$ cat src/design/ssm_pkg.sv
package ssm_pkg;
  localparam int unsigned DATA_W      = 8;
  localparam int unsigned DIV_W       = 8;
  localparam int unsigned SYNC_MULT   = 4;
  localparam int unsigned HALF_MULT   = SYNC_MULT / 2;
  localparam int unsigned BIT_CNT_W   = 4;
  localparam logic        CLK_IDLE    = 1'b0;
  localparam logic        DATA_IDLE   = 1'b0;
  localparam logic [BIT_CNT_W-1:0] BIT_CNT_ZERO = 4'h0;
  localparam logic [DIV_W+1:0]     PHASE_ZERO   = 10'h000;
  localparam logic [DIV_W+1:0]     PHASE_ONE    = 10'h001;

  typedef enum logic [1:0] {
    SSM_IDLE  = 2'b00,
    SSM_LEAD  = 2'b01,
    SSM_TRAIL = 2'b10
  } ssm_state_t;
endpackage

$ cat src/design/ssm_hold_if.sv
interface ssm_hold_if #(
  parameter int unsigned W = 8
);
  logic         full;
  logic [W-1:0] data;
  logic         take;

  modport holder (output full, output data, input  take);
  modport user   (input  full, input  data, output take);
endinterface

$ cat src/design/ssm_hold_reg.sv
module ssm_hold_reg #(
  parameter int unsigned W = 8
) (
  input  wire logic         sys_clk_in,
  input  wire logic         rstn_in,
  input  wire logic         clear_in,
  input  wire logic         wr_in,
  input  wire logic [W-1:0] wr_data_in,
  ssm_hold_if.holder        hold
);
  typedef struct packed {
    logic         full;
    logic [W-1:0] data;
  } ssm_hold_st_t;

  ssm_hold_st_t st_reg;
  ssm_hold_st_t st_next;

  always_comb begin
    st_next = st_reg;
    if (hold.take) begin
      st_next.full = 1'b0;
    end
    // A write in the take cycle refills the holder, nothing is lost
    if (wr_in) begin
      st_next.full = 1'b1;
      st_next.data = wr_data_in;
    end
    if (clear_in) begin
      st_next = '0;
    end
  end

  always_ff @(posedge sys_clk_in) begin
    if (!rstn_in) begin
      st_reg <= '0;
    end else begin
      st_reg <= st_next;
    end
  end

  assign hold.full = st_reg.full;
  assign hold.data = st_reg.data;
endmodule

$ cat src/design/ssm_master_tx.sv
module ssm_master_tx #(
  parameter int unsigned DATA_W = ssm_pkg::DATA_W,
  parameter int unsigned DIV_W  = ssm_pkg::DIV_W
) (
  input  wire logic              sys_clk_in,
  input  wire logic              rstn_in,
  input  wire logic              sync_select_in,
  input  wire logic              clock_source_master_in,
  input  wire logic              serial_port_enable_in,
  input  wire logic              single_receive_enable_in,
  input  wire logic              continuous_receive_enable_in,
  input  wire logic              high_speed_select_in,
  input  wire logic [DIV_W-1:0]  baud_divisor_in,
  input  wire logic              tx_holding_wr_in,
  input  wire logic [DATA_W-1:0] tx_holding_data_in,
  input  wire logic              serial_data_pin_in,
  input  wire logic              shift_clock_pin_in,
  output logic                   serial_data_pin_out,
  output logic                   serial_data_pin_oe_out,
  output logic                   shift_clock_pin_out,
  output logic                   shift_clock_pin_oe_out,
  output logic                   tx_holding_full_out,
  output logic                   tx_shift_empty_out,
  output logic                   slave_clock_mode_out
);
  localparam int unsigned PH_W = DIV_W + 2;

  typedef struct packed {
    ssm_pkg::ssm_state_t                state;
    logic [DATA_W-1:0]                  shifter;
    logic [ssm_pkg::BIT_CNT_W-1:0]      bits_left;
    logic [PH_W-1:0]                    phase;
    logic                               data_o;
    logic                               data_oe;
    logic                               clk_o;
    logic                               clk_oe;
    logic                               hold_full;
    logic                               shift_empty;
    logic                               slave_mode;
  } ssm_st_t;

  ssm_st_t st_reg;
  ssm_st_t st_next;

  ssm_hold_if #(.W(DATA_W)) hold ();

  logic rx_cfg;
  logic sync_on;
  logic master_tx;
  logic [PH_W-1:0] half_len;
  logic [PH_W-1:0] period_last;

  // Half a bit period: 2*(n+1) oscillator cycles, high speed bit unused
  function automatic logic [PH_W-1:0] half_period(
    input logic [DIV_W-1:0] div
  );
    half_period = PH_W'((ssm_pkg::HALF_MULT) * (int'(div) + 1));
  endfunction

  // Whole bit period 4*(n+1), one bit wider so the top divisor fits
  function automatic logic [PH_W:0] bit_period(
    input logic [DIV_W-1:0] div
  );
    bit_period = (PH_W + 1)'(ssm_pkg::SYNC_MULT * (int'(div) + 1));
  endfunction

  assign rx_cfg    = single_receive_enable_in |
                     continuous_receive_enable_in;
  assign sync_on   = sync_select_in & serial_port_enable_in;
  assign master_tx = sync_on & clock_source_master_in & ~rx_cfg;
  assign half_len  = half_period(baud_divisor_in);
  assign period_last = PH_W'(bit_period(baud_divisor_in) - 1'b1);

  ssm_hold_reg #(.W(DATA_W)) u_hold (
    .sys_clk_in (sys_clk_in),
    .rstn_in    (rstn_in),
    .clear_in   (~master_tx),
    .wr_in      (tx_holding_wr_in),
    .wr_data_in (tx_holding_data_in),
    .hold       (hold.holder)
  );

  // Shifter is reached only through the holder, never directly
  always_comb begin
    st_next = st_reg;
    hold.take = 1'b0;
    st_next.clk_oe  = sync_on & clock_source_master_in;
    st_next.data_oe = master_tx;
    st_next.slave_mode = sync_on & ~clock_source_master_in;
    st_next.hold_full = hold.full;
    case (st_reg.state)
      ssm_pkg::SSM_IDLE: begin
        st_next.clk_o = ssm_pkg::CLK_IDLE;
        if (master_tx && hold.full) begin
          hold.take = 1'b1;
          st_next.shifter   = hold.data;
          st_next.bits_left = ssm_pkg::BIT_CNT_W'(DATA_W);
          st_next.phase     = ssm_pkg::PHASE_ZERO;
          st_next.state     = ssm_pkg::SSM_LEAD;
        end
      end
      ssm_pkg::SSM_LEAD: begin
        // Leading edge: clock rises and the next bit appears together
        st_next.clk_o  = 1'b1;
        st_next.data_o = st_reg.shifter[0];
        st_next.shifter = st_reg.shifter >> 1;
        st_next.bits_left = st_reg.bits_left - 1'b1;
        st_next.phase  = ssm_pkg::PHASE_ONE;
        st_next.state  = ssm_pkg::SSM_TRAIL;
      end
      ssm_pkg::SSM_TRAIL: begin
        st_next.phase = st_reg.phase + 1'b1;
        // >= so a divisor change mid-bit cannot strand the counter
        if (st_reg.phase >= half_len) begin
          st_next.clk_o = ssm_pkg::CLK_IDLE;
        end
        // Lead cycle is phase zero, so the period is 4*(n+1) exactly
        if (st_reg.phase >= period_last) begin
          st_next.phase = ssm_pkg::PHASE_ZERO;
          if (st_reg.bits_left != ssm_pkg::BIT_CNT_ZERO) begin
            st_next.state = ssm_pkg::SSM_LEAD;
          end else if (hold.full) begin
            hold.take = 1'b1;
            st_next.shifter   = hold.data;
            st_next.bits_left = ssm_pkg::BIT_CNT_W'(DATA_W);
            st_next.state     = ssm_pkg::SSM_LEAD;
          end else begin
            st_next.state = ssm_pkg::SSM_IDLE;
          end
        end
      end
      default: begin
        st_next.state = ssm_pkg::SSM_IDLE;
      end
    endcase
    if (!master_tx) begin
      st_next.state  = ssm_pkg::SSM_IDLE;
      st_next.clk_o  = ssm_pkg::CLK_IDLE;
      st_next.data_o = ssm_pkg::DATA_IDLE;
      hold.take      = 1'b0;
    end
    st_next.shift_empty = (st_next.state == ssm_pkg::SSM_IDLE);
  end

  always_ff @(posedge sys_clk_in) begin
    if (!rstn_in) begin
      st_reg <= '0;
      st_reg.shift_empty <= 1'b1;
    end else begin
      st_reg <= st_next;
    end
  end

  assign serial_data_pin_out    = st_reg.data_o;
  assign serial_data_pin_oe_out = st_reg.data_oe;
  assign shift_clock_pin_out    = st_reg.clk_o;
  assign shift_clock_pin_oe_out = st_reg.clk_oe;
  assign tx_holding_full_out    = st_reg.hold_full;
  assign tx_shift_empty_out     = st_reg.shift_empty;
  assign slave_clock_mode_out   = st_reg.slave_mode;

  logic unused_ok;
  assign unused_ok = high_speed_select_in ^ serial_data_pin_in ^
                     shift_clock_pin_in;

  // Count clock rises during one shifter load
  logic [ssm_pkg::BIT_CNT_W:0] rise_cnt;
  always_ff @(posedge sys_clk_in) begin
    if (!rstn_in || hold.take) begin
      rise_cnt <= '0;
    end else if (st_reg.state == ssm_pkg::SSM_LEAD) begin
      rise_cnt <= rise_cnt + 1'b1;
    end
  end

  // Cycles from one leading edge to the next, for the period check;
  // a divisor change mid-bit voids that bit's measurement
  logic [PH_W:0]    lead_gap;
  logic             gap_valid;
  logic [DIV_W-1:0] gap_div;
  always_ff @(posedge sys_clk_in) begin
    if (!rstn_in || st_reg.state == ssm_pkg::SSM_IDLE) begin
      lead_gap  <= '0;
      gap_valid <= 1'b0;
      gap_div   <= '0;
    end else if (st_reg.state == ssm_pkg::SSM_LEAD) begin
      lead_gap  <= (PH_W + 1)'(1);
      gap_valid <= 1'b1;
      gap_div   <= baud_divisor_in;
    end else begin
      lead_gap <= lead_gap + 1'b1;
      if (baud_divisor_in != gap_div) begin
        gap_valid <= 1'b0;
      end
    end
  end

  property p_clk_count;
    @(posedge sys_clk_in) disable iff (!rstn_in)
      rise_cnt <= (ssm_pkg::BIT_CNT_W + 1)'(DATA_W);
  endproperty
  bit_count_a: assert property (p_clk_count)
    else $error("more clocks than data bits");

  idle_clock_a: assert property (@(posedge sys_clk_in)
    disable iff (!rstn_in)
    st_reg.state == ssm_pkg::SSM_IDLE |=> shift_clock_pin_out == 1'b0)
    else $error("clock not idle");

  data_on_lead_a: assert property (@(posedge sys_clk_in)
    disable iff (!rstn_in)
    $changed(serial_data_pin_out) && master_tx && $past(master_tx)
      |-> $rose(shift_clock_pin_out))
    else $error("data changed off leading edge");

  half_duplex_a: assert property (@(posedge sys_clk_in)
    disable iff (!rstn_in)
    rx_cfg |=> !serial_data_pin_oe_out)
    else $error("data driven in receive mode");

  clk_drv_a: assert property (@(posedge sys_clk_in)
    disable iff (!rstn_in)
    sync_on && clock_source_master_in |=> shift_clock_pin_oe_out)
    else $error("clock driver off");

  start_a: assert property (@(posedge sys_clk_in)
    disable iff (!rstn_in)
    st_reg.state == ssm_pkg::SSM_IDLE && master_tx && hold.full
      ##1 master_tx |=> $rose(shift_clock_pin_out))
    else $error("start not immediate");

  lsb_first_a: assert property (@(posedge sys_clk_in)
    disable iff (!rstn_in)
    st_reg.state == ssm_pkg::SSM_LEAD && master_tx
      |=> serial_data_pin_out == $past(st_reg.shifter[0]))
    else $error("bit order wrong");

  gate_a: assert property (@(posedge sys_clk_in)
    disable iff (!rstn_in)
    !master_tx |=> st_reg.state == ssm_pkg::SSM_IDLE)
    else $error("shifting outside master transmit");

  bit_period_a: assert property (@(posedge sys_clk_in)
    disable iff (!rstn_in)
    st_reg.state == ssm_pkg::SSM_LEAD && gap_valid
      |-> lead_gap == bit_period(gap_div))
    else $error("bit period wrong");

  drivers_on_a: assert property (@(posedge sys_clk_in)
    disable iff (!rstn_in)
    master_tx |=> serial_data_pin_oe_out && shift_clock_pin_oe_out)
    else $error("transmit drivers off");

  bit_stable_a: assert property (@(posedge sys_clk_in)
    disable iff (!rstn_in)
    st_reg.state != ssm_pkg::SSM_LEAD && master_tx
      |=> $stable(serial_data_pin_out))
    else $error("data moved between leading edges");

  take_empty_a: assert property (@(posedge sys_clk_in)
    disable iff (!rstn_in)
    hold.take |-> st_reg.state == ssm_pkg::SSM_IDLE ||
      st_reg.bits_left == ssm_pkg::BIT_CNT_ZERO)
    else $error("holder taken while shifter busy");

  rx_clears_a: assert property (@(posedge sys_clk_in)
    disable iff (!rstn_in)
    rx_cfg ##1 rx_cfg |=> !tx_holding_full_out)
    else $error("holder kept in receive mode");

  slave_mode_a: assert property (@(posedge sys_clk_in)
    disable iff (!rstn_in)
    sync_on && !clock_source_master_in
      |=> slave_clock_mode_out && !shift_clock_pin_oe_out)
    else $error("slave clocking not selected");

  cov_start_c: cover property (@(posedge sys_clk_in)
    $rose(shift_clock_pin_out));
  cov_b2b_c: cover property (@(posedge sys_clk_in)
    st_reg.state == ssm_pkg::SSM_TRAIL && hold.take);
  cov_rx_c: cover property (@(posedge sys_clk_in) rx_cfg && sync_on);
  cov_wait_c: cover property (@(posedge sys_clk_in)
    st_reg.state == ssm_pkg::SSM_TRAIL && hold.full);
  cov_period_c: cover property (@(posedge sys_clk_in)
    st_reg.state == ssm_pkg::SSM_LEAD && gap_valid);
endmodule

$ cat config.mk
export PLATFORM = sky130hd
export DESIGN_NAME = ssm_master_tx
export DESIGN_NICKNAME = d
export VERILOG_FILES = /design/src/design/ssm_pkg.sv /design/src/design/ssm_hold_if.sv /design/src/design/ssm_hold_reg.sv /design/src/design/ssm_master_tx.sv
export SDC_FILE = /design/constraint.sdc
export NUM_CORES = 1
export LEC_CHECK = 0
export BUFFER_PORTS_ARGS = -buffer_cell sky130_fd_sc_hd__buf_2
export CAP_MARGIN = 20
export CORE_ASPECT_RATIO = 0.5
export CORE_MARGIN = 10
export CORE_UTILIZATION = 30
export DETAILED_ROUTE_END_ITERATION = 8
export PLACE_DENSITY = 0.58
export SLEW_MARGIN = 20
export SYNTH_ARGS = -nofsm -noshare
export SYNTH_HDL_FRONTEND = slang
export SYNTH_SLANG_ARGS = --single-unit
$ cat constraint.sdc
create_clock -name sys_clk_in -period 2.9 [get_ports sys_clk_in]
set_input_delay 0 -clock sys_clk_in [delete_from_list [all_inputs] [get_ports sys_clk_in]]
set_output_delay 0 -clock sys_clk_in [all_outputs]
set_load 0.1 [all_outputs]
* Yosys cells after proc, flatten, opt, wreduce, memory -nomap -nowiden
Index checks and enable logic that the tools add are counted.
Word-level totals: bits in registers 40, bits in latches 0, bits in writable memories 0, memory bits (read-only) 0, input port bits 27, output and inout bits 7, logic and storage cells 62, memories 0
Cells by class: $add $sub $neg 4, multiply operators 0, div/mod/pow operators 0, magnitude comparators 2, equality and inequality tests 7, shift operators 0, mux-type cells 19, bitwise gates (word level) 7, reduce and logical (&&, ||, !) cells 10
Operators with widths (count):
- 22-bit case mux with 3 select lines | 1
- 24-bit 2-to-1 mux | 2
- 12-bit 2-to-1 mux | 2
- 10-bit >= comparator | 2
- 10-bit by 1-bit adder with 10-bit output, second input constant | 1
- 10-bit by 1-bit subtractor with 10-bit output, second input constant | 1
- 8-bit by 1-bit adder with 9-bit output, second input constant | 1
- 1-bit 2-to-1 mux | 9
- 9-bit 2-to-1 mux | 1
- 2-bit inequality test, second input constant | 4
- 2-bit case mux with 3 select lines | 1
- 2-bit AND reduction | 3
- 5-bit AND reduction | 1
- 1-bit bitwise AND | 4
- 2-bit zero test | 2
- 4-bit nonzero test | 1
- 4-bit by 1-bit subtractor with 4-bit output, second input constant | 1
- 1-bit case mux with 3 select lines | 1
- 3-bit nonzero test | 1
- 2-bit by 1-bit equality test with 1-bit output, second input constant | 1
- 2-bit equality test, second input constant | 1
- 2-bit 2-to-1 mux | 1
- 2-bit by 1-bit inequality test with 1-bit output, second input constant | 1
- 1-bit NOT | 2
- 4 further kinds | 4

* Logic depth before layout (Yosys ltp)
Gate-level depths: netlist (run 1).
word-level depth 9, mapped depth 15, mapped depth without buffers 13

* Hierarchy
Synthesis (run 1) repeated with hierarchy kept, for this count alone.
Second synthesis, totals: cells, all modules 304, area, all modules 2597.5 um2
Modules (own cells, without submodules):
- ssm_master_tx | instances 1, cells an instance 273, area each 2265.9 um2, seq. area each 620.6 um2
- ssm_hold_reg | instances 1, cells an instance 31, area each 331.6 um2, seq. area each 180.2 um2

* Worst setup path before layout (run 1)
Ideal clock, no wire load.
kind input to register, from in baud_divisor_in[0], to reg st_reg[20] in the netlist's numbering, library setup time 0.117 ns, arrival 2.483 ns, data required time 2.783 ns, slack 0.300 ns, stages 14, path buffers 1, cell sequence ha_1 > buf_4 > nand3_1 > xor2_1 > o2111ai_1 > nor3_1 > xor2_1 > ha_1 > nand4_1 > nor2_1 > nand3_1 > a311oi_2 > o21ai_1 > a32o_1
Between the ends: longest elaborated chain between the ends 5
Ends and longest elaborated chain:
- start, declared | RTL line ssm_master_tx.sv:13 | input wire logic [DIV_W-1:0] baud_divisor_in,
- 8-bit by 1-bit adder with 9-bit output | RTL line ssm_master_tx.sv:64 | bit_period = (PH_W + 1)'(ssm_pkg::SYNC_MULT * (int'(div) + 1));
- 10-bit by 1-bit subtractor with 10-bit output | RTL line ssm_master_tx.sv:72 | assign period_last = PH_W'(bit_period(baud_divisor_in) - 1'b1);
- 10-bit >= comparator | RTL line ssm_master_tx.sv:118 | if (st_reg.phase >= period_last) begin
- 2-bit inequality test (no source line)
- 5-bit AND reduction (no source line)
- end signal, assigned | RTL line ssm_master_tx.sv:150 | st_reg <= st_next;
- end, declared | RTL line ssm_master_tx.sv:42 | ssm_st_t st_reg;
No other way between the ends. A chain may end at the register's enable or synchronous reset.

* Worst setup path in the final report (run 1)
Ends and elaborated chain as after synthesis.

==> run metrics, run 1 <==
status=finished clean; Worst-path clk slew=60 ps; area grow syn2layout=23.6%; Yosys reg bits=40; top post-synthesis cells by area=dfxtp_1 (32%), ha_1 (11%), xnor2_1 (4.8%); Total Nets Final=390; Synth cell types=60; Max Transition Viols Final=0; Yosys top cell area share=0.316; Ports=34; crit path DAT=2800 ps; Num CTS Buffers=5; CP startpoint=baud_divisor_in[0]; Fin Hold WS=87.7 ps; worst hold path class=primary input to flip-flop; GRT Total Usage=0.0947; total area of sequential cells=801 sq um; CTS tree=built; async set or reset register ratio after synthesis=0; syn_nets=345; Die Area=12700 sq um; kind of start point of the critical path=primary input; Post-Syn Area=2530 sq um; skew final=4.21 ps; Synth Instances=296; syn avg cell area=8.56 sq um; Achievable Freq=381 MHz; layout cells sized above 1=0.187; DRT Pass-1 Iters=4; final setup TNS=0 ps; Worst slew margin=0.610; Post-synth EDFFs=0; initial antenna violation count=0; endpoints failing setup=0; hold path start=tx_holding_wr_in; antenna viol nets, final=0; IO buf count=30; Seq/Total Area, Yosys=0.316; Setup CP Type=primary input to flip-flop; Max VDD drop=0.000206 V; Die Span Y=85.0 um; vias in the first global route=2118; initial DRC count=104; DR vias=2186; post-route setup slack=278 ps; Yosys top cell by area=dfxtp_1; CTS root buffer=clkbuf_16; Via density=4.81; synth cell count leaders=dfxtp_1 (40), nor2_1 (28), ha_1 (22); Place WS=20.6 ps; worst-margin pin slew=584 ps; Max Cap Viol=0; H-tree levels=2; area of the core=8120 sq um; Leak=1.28 nW; top-count cell post-synth=dfxtp_1; Tcrit/Tclk final=0.904; Largest register FFs=24; DR WL/cell=12.7 um; pwr/cell area=431 nW/um^2; Yosys warning count=0; Starting Density=0.312; clk sink count=40; Post-Route Utilization=0.386; CP required=3080 ps; GP Congestion=0.791; ys flop type=dfxtp_1; DR DRC count=0; crit path max fanout=9; Crit. End Element=flip-flop; Fin. Hold Viols=0; Max clock buf depth=2; global-route wire length before repair=10200 um; Chip Width=150 um; clk_lat worst skew=280 ps; drt total wl=5750 um; Rows=23; Setup Fix Bufs, Post-CTS=0; pin count of the biggest net entering global routing=26; total gr overflow=0; minimum clock period=2620 ps; Diodes inserted=0; post-DP HPWL=4350 um; RR Startpoint=st_reg[9]; layout filler cell count=832; Multi-input gate area=1600 sq um
-- routing by layer --
layer / global-route usage / part of all wire / routed length (um)
met5: 0 / 0 / 0
met4: 0.0342 / 0.013 / 74
met3: 0.0249 / 0.058 / 334
met2: 0.130 / 0.40 / 2280
met1: 0.137 / 0.53 / 3060
-- cell usage in the layout (no fill, tap or decap), drive strengths merged, types with 3 or more instances in the layout --
master       synthesis  routed
a21oi               11      11
nor3                 6       6
o22ai                3       3
xor2                 7       7
o21a                 3       3
o21ai               21      21
and3                 7       7
buf                  6      40
nand3               10      10
nand2               19      19
nor2                28      28
a22oi                9       9
clkbuf               5       7
ha                  22      22
nand2b               4       4
and2                 6       6
xnor2               14      14
nand4                8       8
dlygate4sd3          0       9
a211oi               4       4
dfxtp               40      40
mux2i               10      10
inv                 20      20
-- power by group --
group | total, mW | leakage, nW | switching, mW | internal, mW
combinational | 0.131 | 0.872 | 0.0709 | 0.0605
sequential | 0.551 | 0.322 | 0.000541 | 0.551
clock | 0.666 | 0.0901 | 0.214 | 0.453
-- logic make-up (layout without fill, tap and decap cells) --
logic type / count (synthesis) / after routing / synth area share
mux: 11 / 11 / 0.0440
fa+ha+maj: 22 / 22 / 0.109
buf+inv: 31 / 77 / 0.0538
flops: 40 / 40 / 0.316
xor+xnor: 21 / 21 / 0.0756
compound gates: 69 / 69 / 0.190
simple gates: 102 / 102 / 0.211
-- critical path, stage by stage --
cell,delay (ps)
buf_2,110
ha_1,220
buf_4,170
nor3_1,220
o21ai_0,180
nor3_1,260
xnor2_1,170
ha_1,270
o21ai_0,150
o21bai_1,120
a21oi_2,290
o22ai_2,230
o21a_1,230
a32o_1,190
-- cell type report --
type / instances / share of cell area
inverters: 20 / 0.0240
clock buffers: 7 / 0.0488
clock inverters: 1 / 0.00960
multi-input cells: 225 / 0.512
flip-flops and latches: 40 / 0.256
repair buffers: 49 / 0.105
well taps: 112 / 0.0448
-- through the flow --
stage | area, sq um | std cells | power, mW
floorplan | 2530 | 296 | 0.645
global placement | 2850 | 437 | 0.685
detailed placement | 2850 | 437 | 0.685
CTS | 3120 | 454 | 1.37
global route | 3130 | 454 | 1.41
finish | 3130 | 454 | 1.35
-- path summary, 6_finish.rpt --
path | end | slack [ps] | cells after the start
worst max-delay path | st_reg[20] | 280 | 14
worst min-delay path | u_hold.hold.full | 90 | 3
worst max register to register | st_reg[20] | 720 | 7
worst min register to register | st_reg[28] | 450 | 2
-- repair_timing --
item | 4_1_cts | 5_1_grt
hold buffers | 9 | 0
setup endpoints to repair | 0 | 4
endpoints found under the hold margin | 9 | 0
gates resized for setup | 0 | 1
Power figures use the tool's default switching activity.
==> run 2: changes to the inputs <==
==> constraint.sdc (replaced) <==
create_clock -name sys_clk_in -period 3.4 [get_ports sys_clk_in]
set_input_delay 0 -clock sys_clk_in [delete_from_list [all_inputs] [get_ports sys_clk_in]]
set_output_delay 0 -clock sys_clk_in [all_outputs]
set_load 0.1 [all_outputs]
==> run 2 against run 1 <==
Sequential power down 15%. Design area down 4.0%. Largest cell class unchanged. Clock-buffer cell count down 2.
==> run metrics, run 2 (same netlist as run 1, synthesis figures left out) <==
CP startpoint=baud_divisor_in[0]; DR vias=2173 (-0.59%); WP depth=15 (+1); most frequent cells in the layout=dfxtp_1 (40), buf_2 (30), nor2_1 (28); Num CTS Buffers=5 (unchanged); Starting Density=0.312 (unchanged); Leak=1.22 nW (-5.4%); Largest register FFs=24 (unchanged); Total Nets Final=382 (-2.1%); kind of start point of the critical path=primary input; critical path's largest stage delay=450 ps (+160 ps); Rows=23 (unchanged); RR Startpoint=st_reg[7]; status=finished clean; Post-CTS Resized=0 (unchanged); worst hold path class=primary input to flip-flop; pwr/cell area=343 nW/um^2 (-21%); Worst-path clk slew=60 ps (about the same); DR WL/cell=13.0 um (+3.0%); final setup TNS=0 ps (unchanged); layout filler cell count=861 (+3.5%); Die Span Y=85.0 um (unchanged); pin count of the biggest net entering global routing=26 (unchanged); Max VDD drop=0.000215 V (+4.5%); cell family with most CP delay=compound AO/OA/AOI/OAI gates; WP buf/inv=2 (unchanged); GP Congestion=0.747 (-5.6%); reg2reg path depth=8 (+1); vias in the first global route=2068 (-2.4%); Final Total Pwr=1.03 mW (-24%); CTS root buffer=clkbuf_16; drt total wl=5800 um (+0.96%); Ports=34 (unchanged); Chip Width=150 um (unchanged); area of the core=8120 sq um (unchanged); CTS tree=built; Fin Hold WS=88.1 ps (+0.422 ps); Via density=4.88 (+1.4%); DR DRC count=0 (unchanged); Achievable Freq=350 MHz; endpoints failing setup=0 (unchanged); layout cells sized above 1=0.162 (-0.0250); CP required=3610 ps (+530 ps); minimum clock period=2850 ps; commonest non-fill, non-tap cell in the layout=dfxtp_1; Post-DP Area=2780 sq um (-2.5%); skew final=3.51 ps (-0.696 ps); Worst slew margin=0.568 (-0.0416); Fin. Hold Viols=0 (unchanged); Crit. End Element=flip-flop; critical path cell sequence=buf_2 > ha_1 > nand3_1 > xor2_1 > o2111ai_1 > nor3_1 > xor2_1 > ha_1 > nand4_1 > nor2_1 > nand3_1 > a311oi_2 > buf_4 > o21ai_1 > a21oi_1; IO buf count=30 (unchanged); Diodes inserted=0 (unchanged); Crit-path slowest cell=a311oi_2; Max Cap Viol=0 (unchanged); crit path max fanout=20 (+11); Die Area=12700 sq um (unchanged); Max Transition Viols Final=0 (unchanged); fin area=3000 sq um (-4.0%); antenna viol nets, final=0 (unchanged); Setup CP Type=primary input to flip-flop; Tcrit/Tclk final=0.839; global-route wire length before repair=9820 um (-3.9%); H-tree levels=2 (unchanged); RSZ-0062 raised after global routing=false; Max clock buf depth=2 (unchanged); initial antenna violation count=0 (unchanged); hold path start=tx_holding_wr_in; crit path DAT=3070 ps (+270 ps); worst-margin pin slew=646 ps (+62.2 ps); clk_lat worst skew=280 ps (about the same); DRT Pass-1 Iters=4 (unchanged); total gr overflow=0 (unchanged); Hold Path Depth=3 (unchanged); initial DRC count=101 (-2.9%); clk sink count=40 (unchanged); area grow syn2layout=18.6%; post-DP HPWL=4270 um (-1.9%); GRT Total Usage=0.0914 (-0.00326)
-- run 2: worst register-to-register path, cell delays in order (launching register included) --
cell	delay (ps)
dfxtp_1	470
ha_1	320
a211oi_2	110
o21ai_2	210
nand3_1	120
a311oi_2	450
buf_4	310
o21ai_1	80
a21oi_1	140
-- run 2: layer usage --
metal / track usage / share of wire
met3: 0.0254 / 0.046
met4: 0.0289 / 0.0088
met2: 0.132 / 0.41
met1: 0.128 / 0.54
met5: 0 / 0
-- run 2: area by class of cell --
| type | instances | area (sq um) | area share |
|---|---|---|---|
| Clock inverter | 2 | 12.5 | 0.00416 |
| Timing Repair Buffer | 41 | 255 | 0.0850 |
| Tap cell | 112 | 140 | 0.0466 |
| Multi-Input combinational cell | 225 | 1600 | 0.531 |
| Inverter | 20 | 75.1 | 0.0250 |
| Sequential cell | 40 | 801 | 0.267 |
| Clock buffer | 5 | 125 | 0.0416 |
-- run 2: power by group --
part | leakage, nW | switching [mW] | internal, mW | total, mW
sequential | 0.322 | 0.000445 | 0.470 | 0.470
combinational | 0.827 | 0.0598 | 0.0474 | 0.107
clock | 0.0657 | 0.186 | 0.266 | 0.452
total | 1.22 | 0.246 | 0.783 | 1.03
-- run 2: final timing paths --
check	to	slack [ps]
hold reg to reg	st_reg[28]	460
setup / recovery	st_reg[27]	550
hold / removal	u_hold.hold.full	90
setup reg to reg	st_reg[27]	1110
-- run 2: repair_timing --
action / CTS / global route
setup buffers: 0 / 0
hold endpoints to repair: 9 / 0
hold buffers: 9 / 0
-- run 2: stage by stage --
stage               setup slack, ps  utilization  instances
finish                          546        0.370        445
global route                    213        0.370        445
CTS                             530        0.370        445
detailed placement              257        0.342        429
global placement                263        0.342        429
floorplan                       800            -        296
==> run 3: changes to the inputs <==
==> constraint.sdc (replaced) <==
create_clock -name sys_clk_in -period 2.8 [get_ports sys_clk_in]
set_input_delay 0 -clock sys_clk_in [delete_from_list [all_inputs] [get_ports sys_clk_in]]
set_output_delay 0 -clock sys_clk_in [all_outputs]
set_load 0.1 [all_outputs]
==> run 3 against run 2 <==
Design area up 7.2%. Utilization up 2.7 points. Wire length up 2.5%. Clock-buffer cell count up 2. Die area unchanged. Via count up 0.64%. Non-clock buffer count up 17. First-iteration DRC count down 26%. Cell count up 4.0%. Setup slack worse by 320 ps. Sequential share of layout area down 1.8 points. Sequential power up 21%. Largest cell class unchanged. Highest routed layer unchanged.
==> run metrics, run 3 (same netlist as run 1, synthesis figures left out) <==
CTS tree=built; DR DRC count=0 (unchanged); Worst-path clk slew=60 ps (about the same); Crit-path slowest cell=a311o_1; endpoints failing setup=0 (unchanged); Fin. Hold Viols=0 (unchanged); area of the core=8120 sq um (unchanged); Total Nets Final=399 (+4.5%); Post-Route Utilization=0.397 (+0.0267); Max VDD drop=0.000341 V (+58%); cell family with most CP delay=compound AO/OA/AOI/OAI gates; pwr/cell area=437 nW/um^2 (+28%); Die Span Y=85.0 um (unchanged); IO buf count=30 (unchanged); worst-margin pin slew=628 ps (-18.9 ps); status=finished clean; Leak=1.33 nW (+9.5%); Max Cap Viol=0 (unchanged); area grow syn2layout=27.2%; Max Transition Viols Final=0 (unchanged); Ports=34 (unchanged); drt total wl=5950 um (+2.5%); crit path max fanout=7 (-65%); initial DRC count=75 (-26%); initial antenna violation count=0 (unchanged); global-route wire length before repair=10200 um (+3.9%); skew final=7.01 ps (+3.50 ps); post-DP HPWL=4400 um (+3.1%); Num CTS Buffers=5 (unchanged); DRT Pass-1 Iters=4 (unchanged); most frequent cells in the layout=dfxtp_1 (40), buf_2 (30), nor2_1 (28); fin area=3220 sq um (+7.2%); Chip Width=150 um (unchanged); clk sink count=40 (unchanged); Die Area=12700 sq um (unchanged); clk_lat worst skew=280 ps (about the same); most used cell, CP=ha_1; total area of sequential cells=801 sq um (unchanged); Max clock buf depth=2 (unchanged); Multi-input gate area=1610 sq um (+1.2%); pin count of the biggest net entering global routing=26 (unchanged); Diodes inserted=0 (unchanged); commonest non-fill, non-tap cell in the layout=dfxtp_1; crit path DAT=2740 ps (-330 ps); Final Total Pwr=1.41 mW (+37%); Setup Fix Bufs, Post-CTS=0 (unchanged); CTS root buffer=clkbuf_16; vias in the first global route=2150 (+4.0%); layout cells sized above 1=0.214 (+0.0515); GP Congestion=0.771 (+3.2%); Via density=4.72 (-3.3%); Crit. End Element=flip-flop; Setup CP Type=primary input to flip-flop; Achievable Freq=389 MHz; minimum clock period=2570 ps; DR vias=2187 (+0.64%); critical path cell sequence=buf_2 > ha_1 > nand3_1 > xor2_2 > o2111ai_2 > buf_4 > xnor2_1 > ha_1 > a211oi_1 > o21bai_1 > a21oi_2 > or3_1 > a31oi_1 > a311o_1; kind of start point of the critical path=primary input; DR WL/cell=12.8 um (-1.5%); Starting Density=0.312 (unchanged); worst hold path class=primary input to flip-flop; Post-DP Area=2930 sq um (+5.5%); Largest register FFs=24 (unchanged); GRT Total Usage=0.0943 (+0.00289); CP required=2970 ps (-640 ps); RSZ-0062 raised after global routing=false; H-tree levels=2 (unchanged); critical path's largest stage delay=370 ps (-80 ps); Rows=23 (unchanged); Tcrit/Tclk final=0.918; layout filler cell count=823 (-4.4%); total gr overflow=0 (unchanged); antenna viol nets, final=0 (unchanged); WP buf/inv=2 (unchanged); Worst slew margin=0.581 (+0.0126)
run 3: cell types whose count changed in the layout (fill, tap and decap cells not counted), sizes merged:
cell and delta:
buf +17, clkbuf +2, bufinv +1, clkinv -1
clkinvlp -1
run 3: worst min-delay path, stage by stage:
cell and delay [ps]:
buf_2 190, inv_1 80, a21oi_1 50
run 3: power by group:
part / switching (mW) / total (mW) / internal (mW)
clock: 0.218 / 0.687 / 0.469
sequential: 0.000526 / 0.571 / 0.571
combinational: 0.0778 / 0.149 / 0.0709
run 3: repair_timing:
action,in CTS,in global routing
setup endpoints to repair,0,1
hold buffers,9,0
endpoints found under the hold margin,9,0
gates resized for setup,0,3
run 3: layout make-up:
type	count	share of cell area
multi-input cells	225	0.501
flip-flops and latches	40	0.249
repair buffers	58	0.127
clock buffers	7	0.0474
well taps	112	0.0435
inverters	20	0.0233
clock inverters	1	0.00932
run 3: worst paths after layout:
kind,start,to,slack [ps],cells after the start
max,baud_divisor_in[0],tx_shift_empty_out,230,14
min,tx_holding_wr_in,u_hold.hold.full,90,3
max reg2reg,st_reg[9],tx_shift_empty_out,610,7
min reg2reg,st_reg[28],st_reg[28],450,2
run 3: routing by layer:
layer / vias to the layer above / share of wire / track usage
met5: - / 0 / 0
met4: 0 / 0.014 / 0.0342
met3: 7 / 0.037 / 0.0228
met2: 28 / 0.39 / 0.136
met1: 981 / 0.55 / 0.132
li1: 1171 / - / -
run 3: metrics by stage:
step           setup slack (ps)  setup TNS [ps]  hold WS [ps]  instances
2_1_floorplan               200               0          72.0        296
3_3_place_gp              -88.0            -160           207        446
3_5_place_dp              -54.6           -57.2           215        446
4_1_cts                     220               0          85.9        463
5_1_grt                    10.7               0           119        463
6_report                    228               0          91.9        463
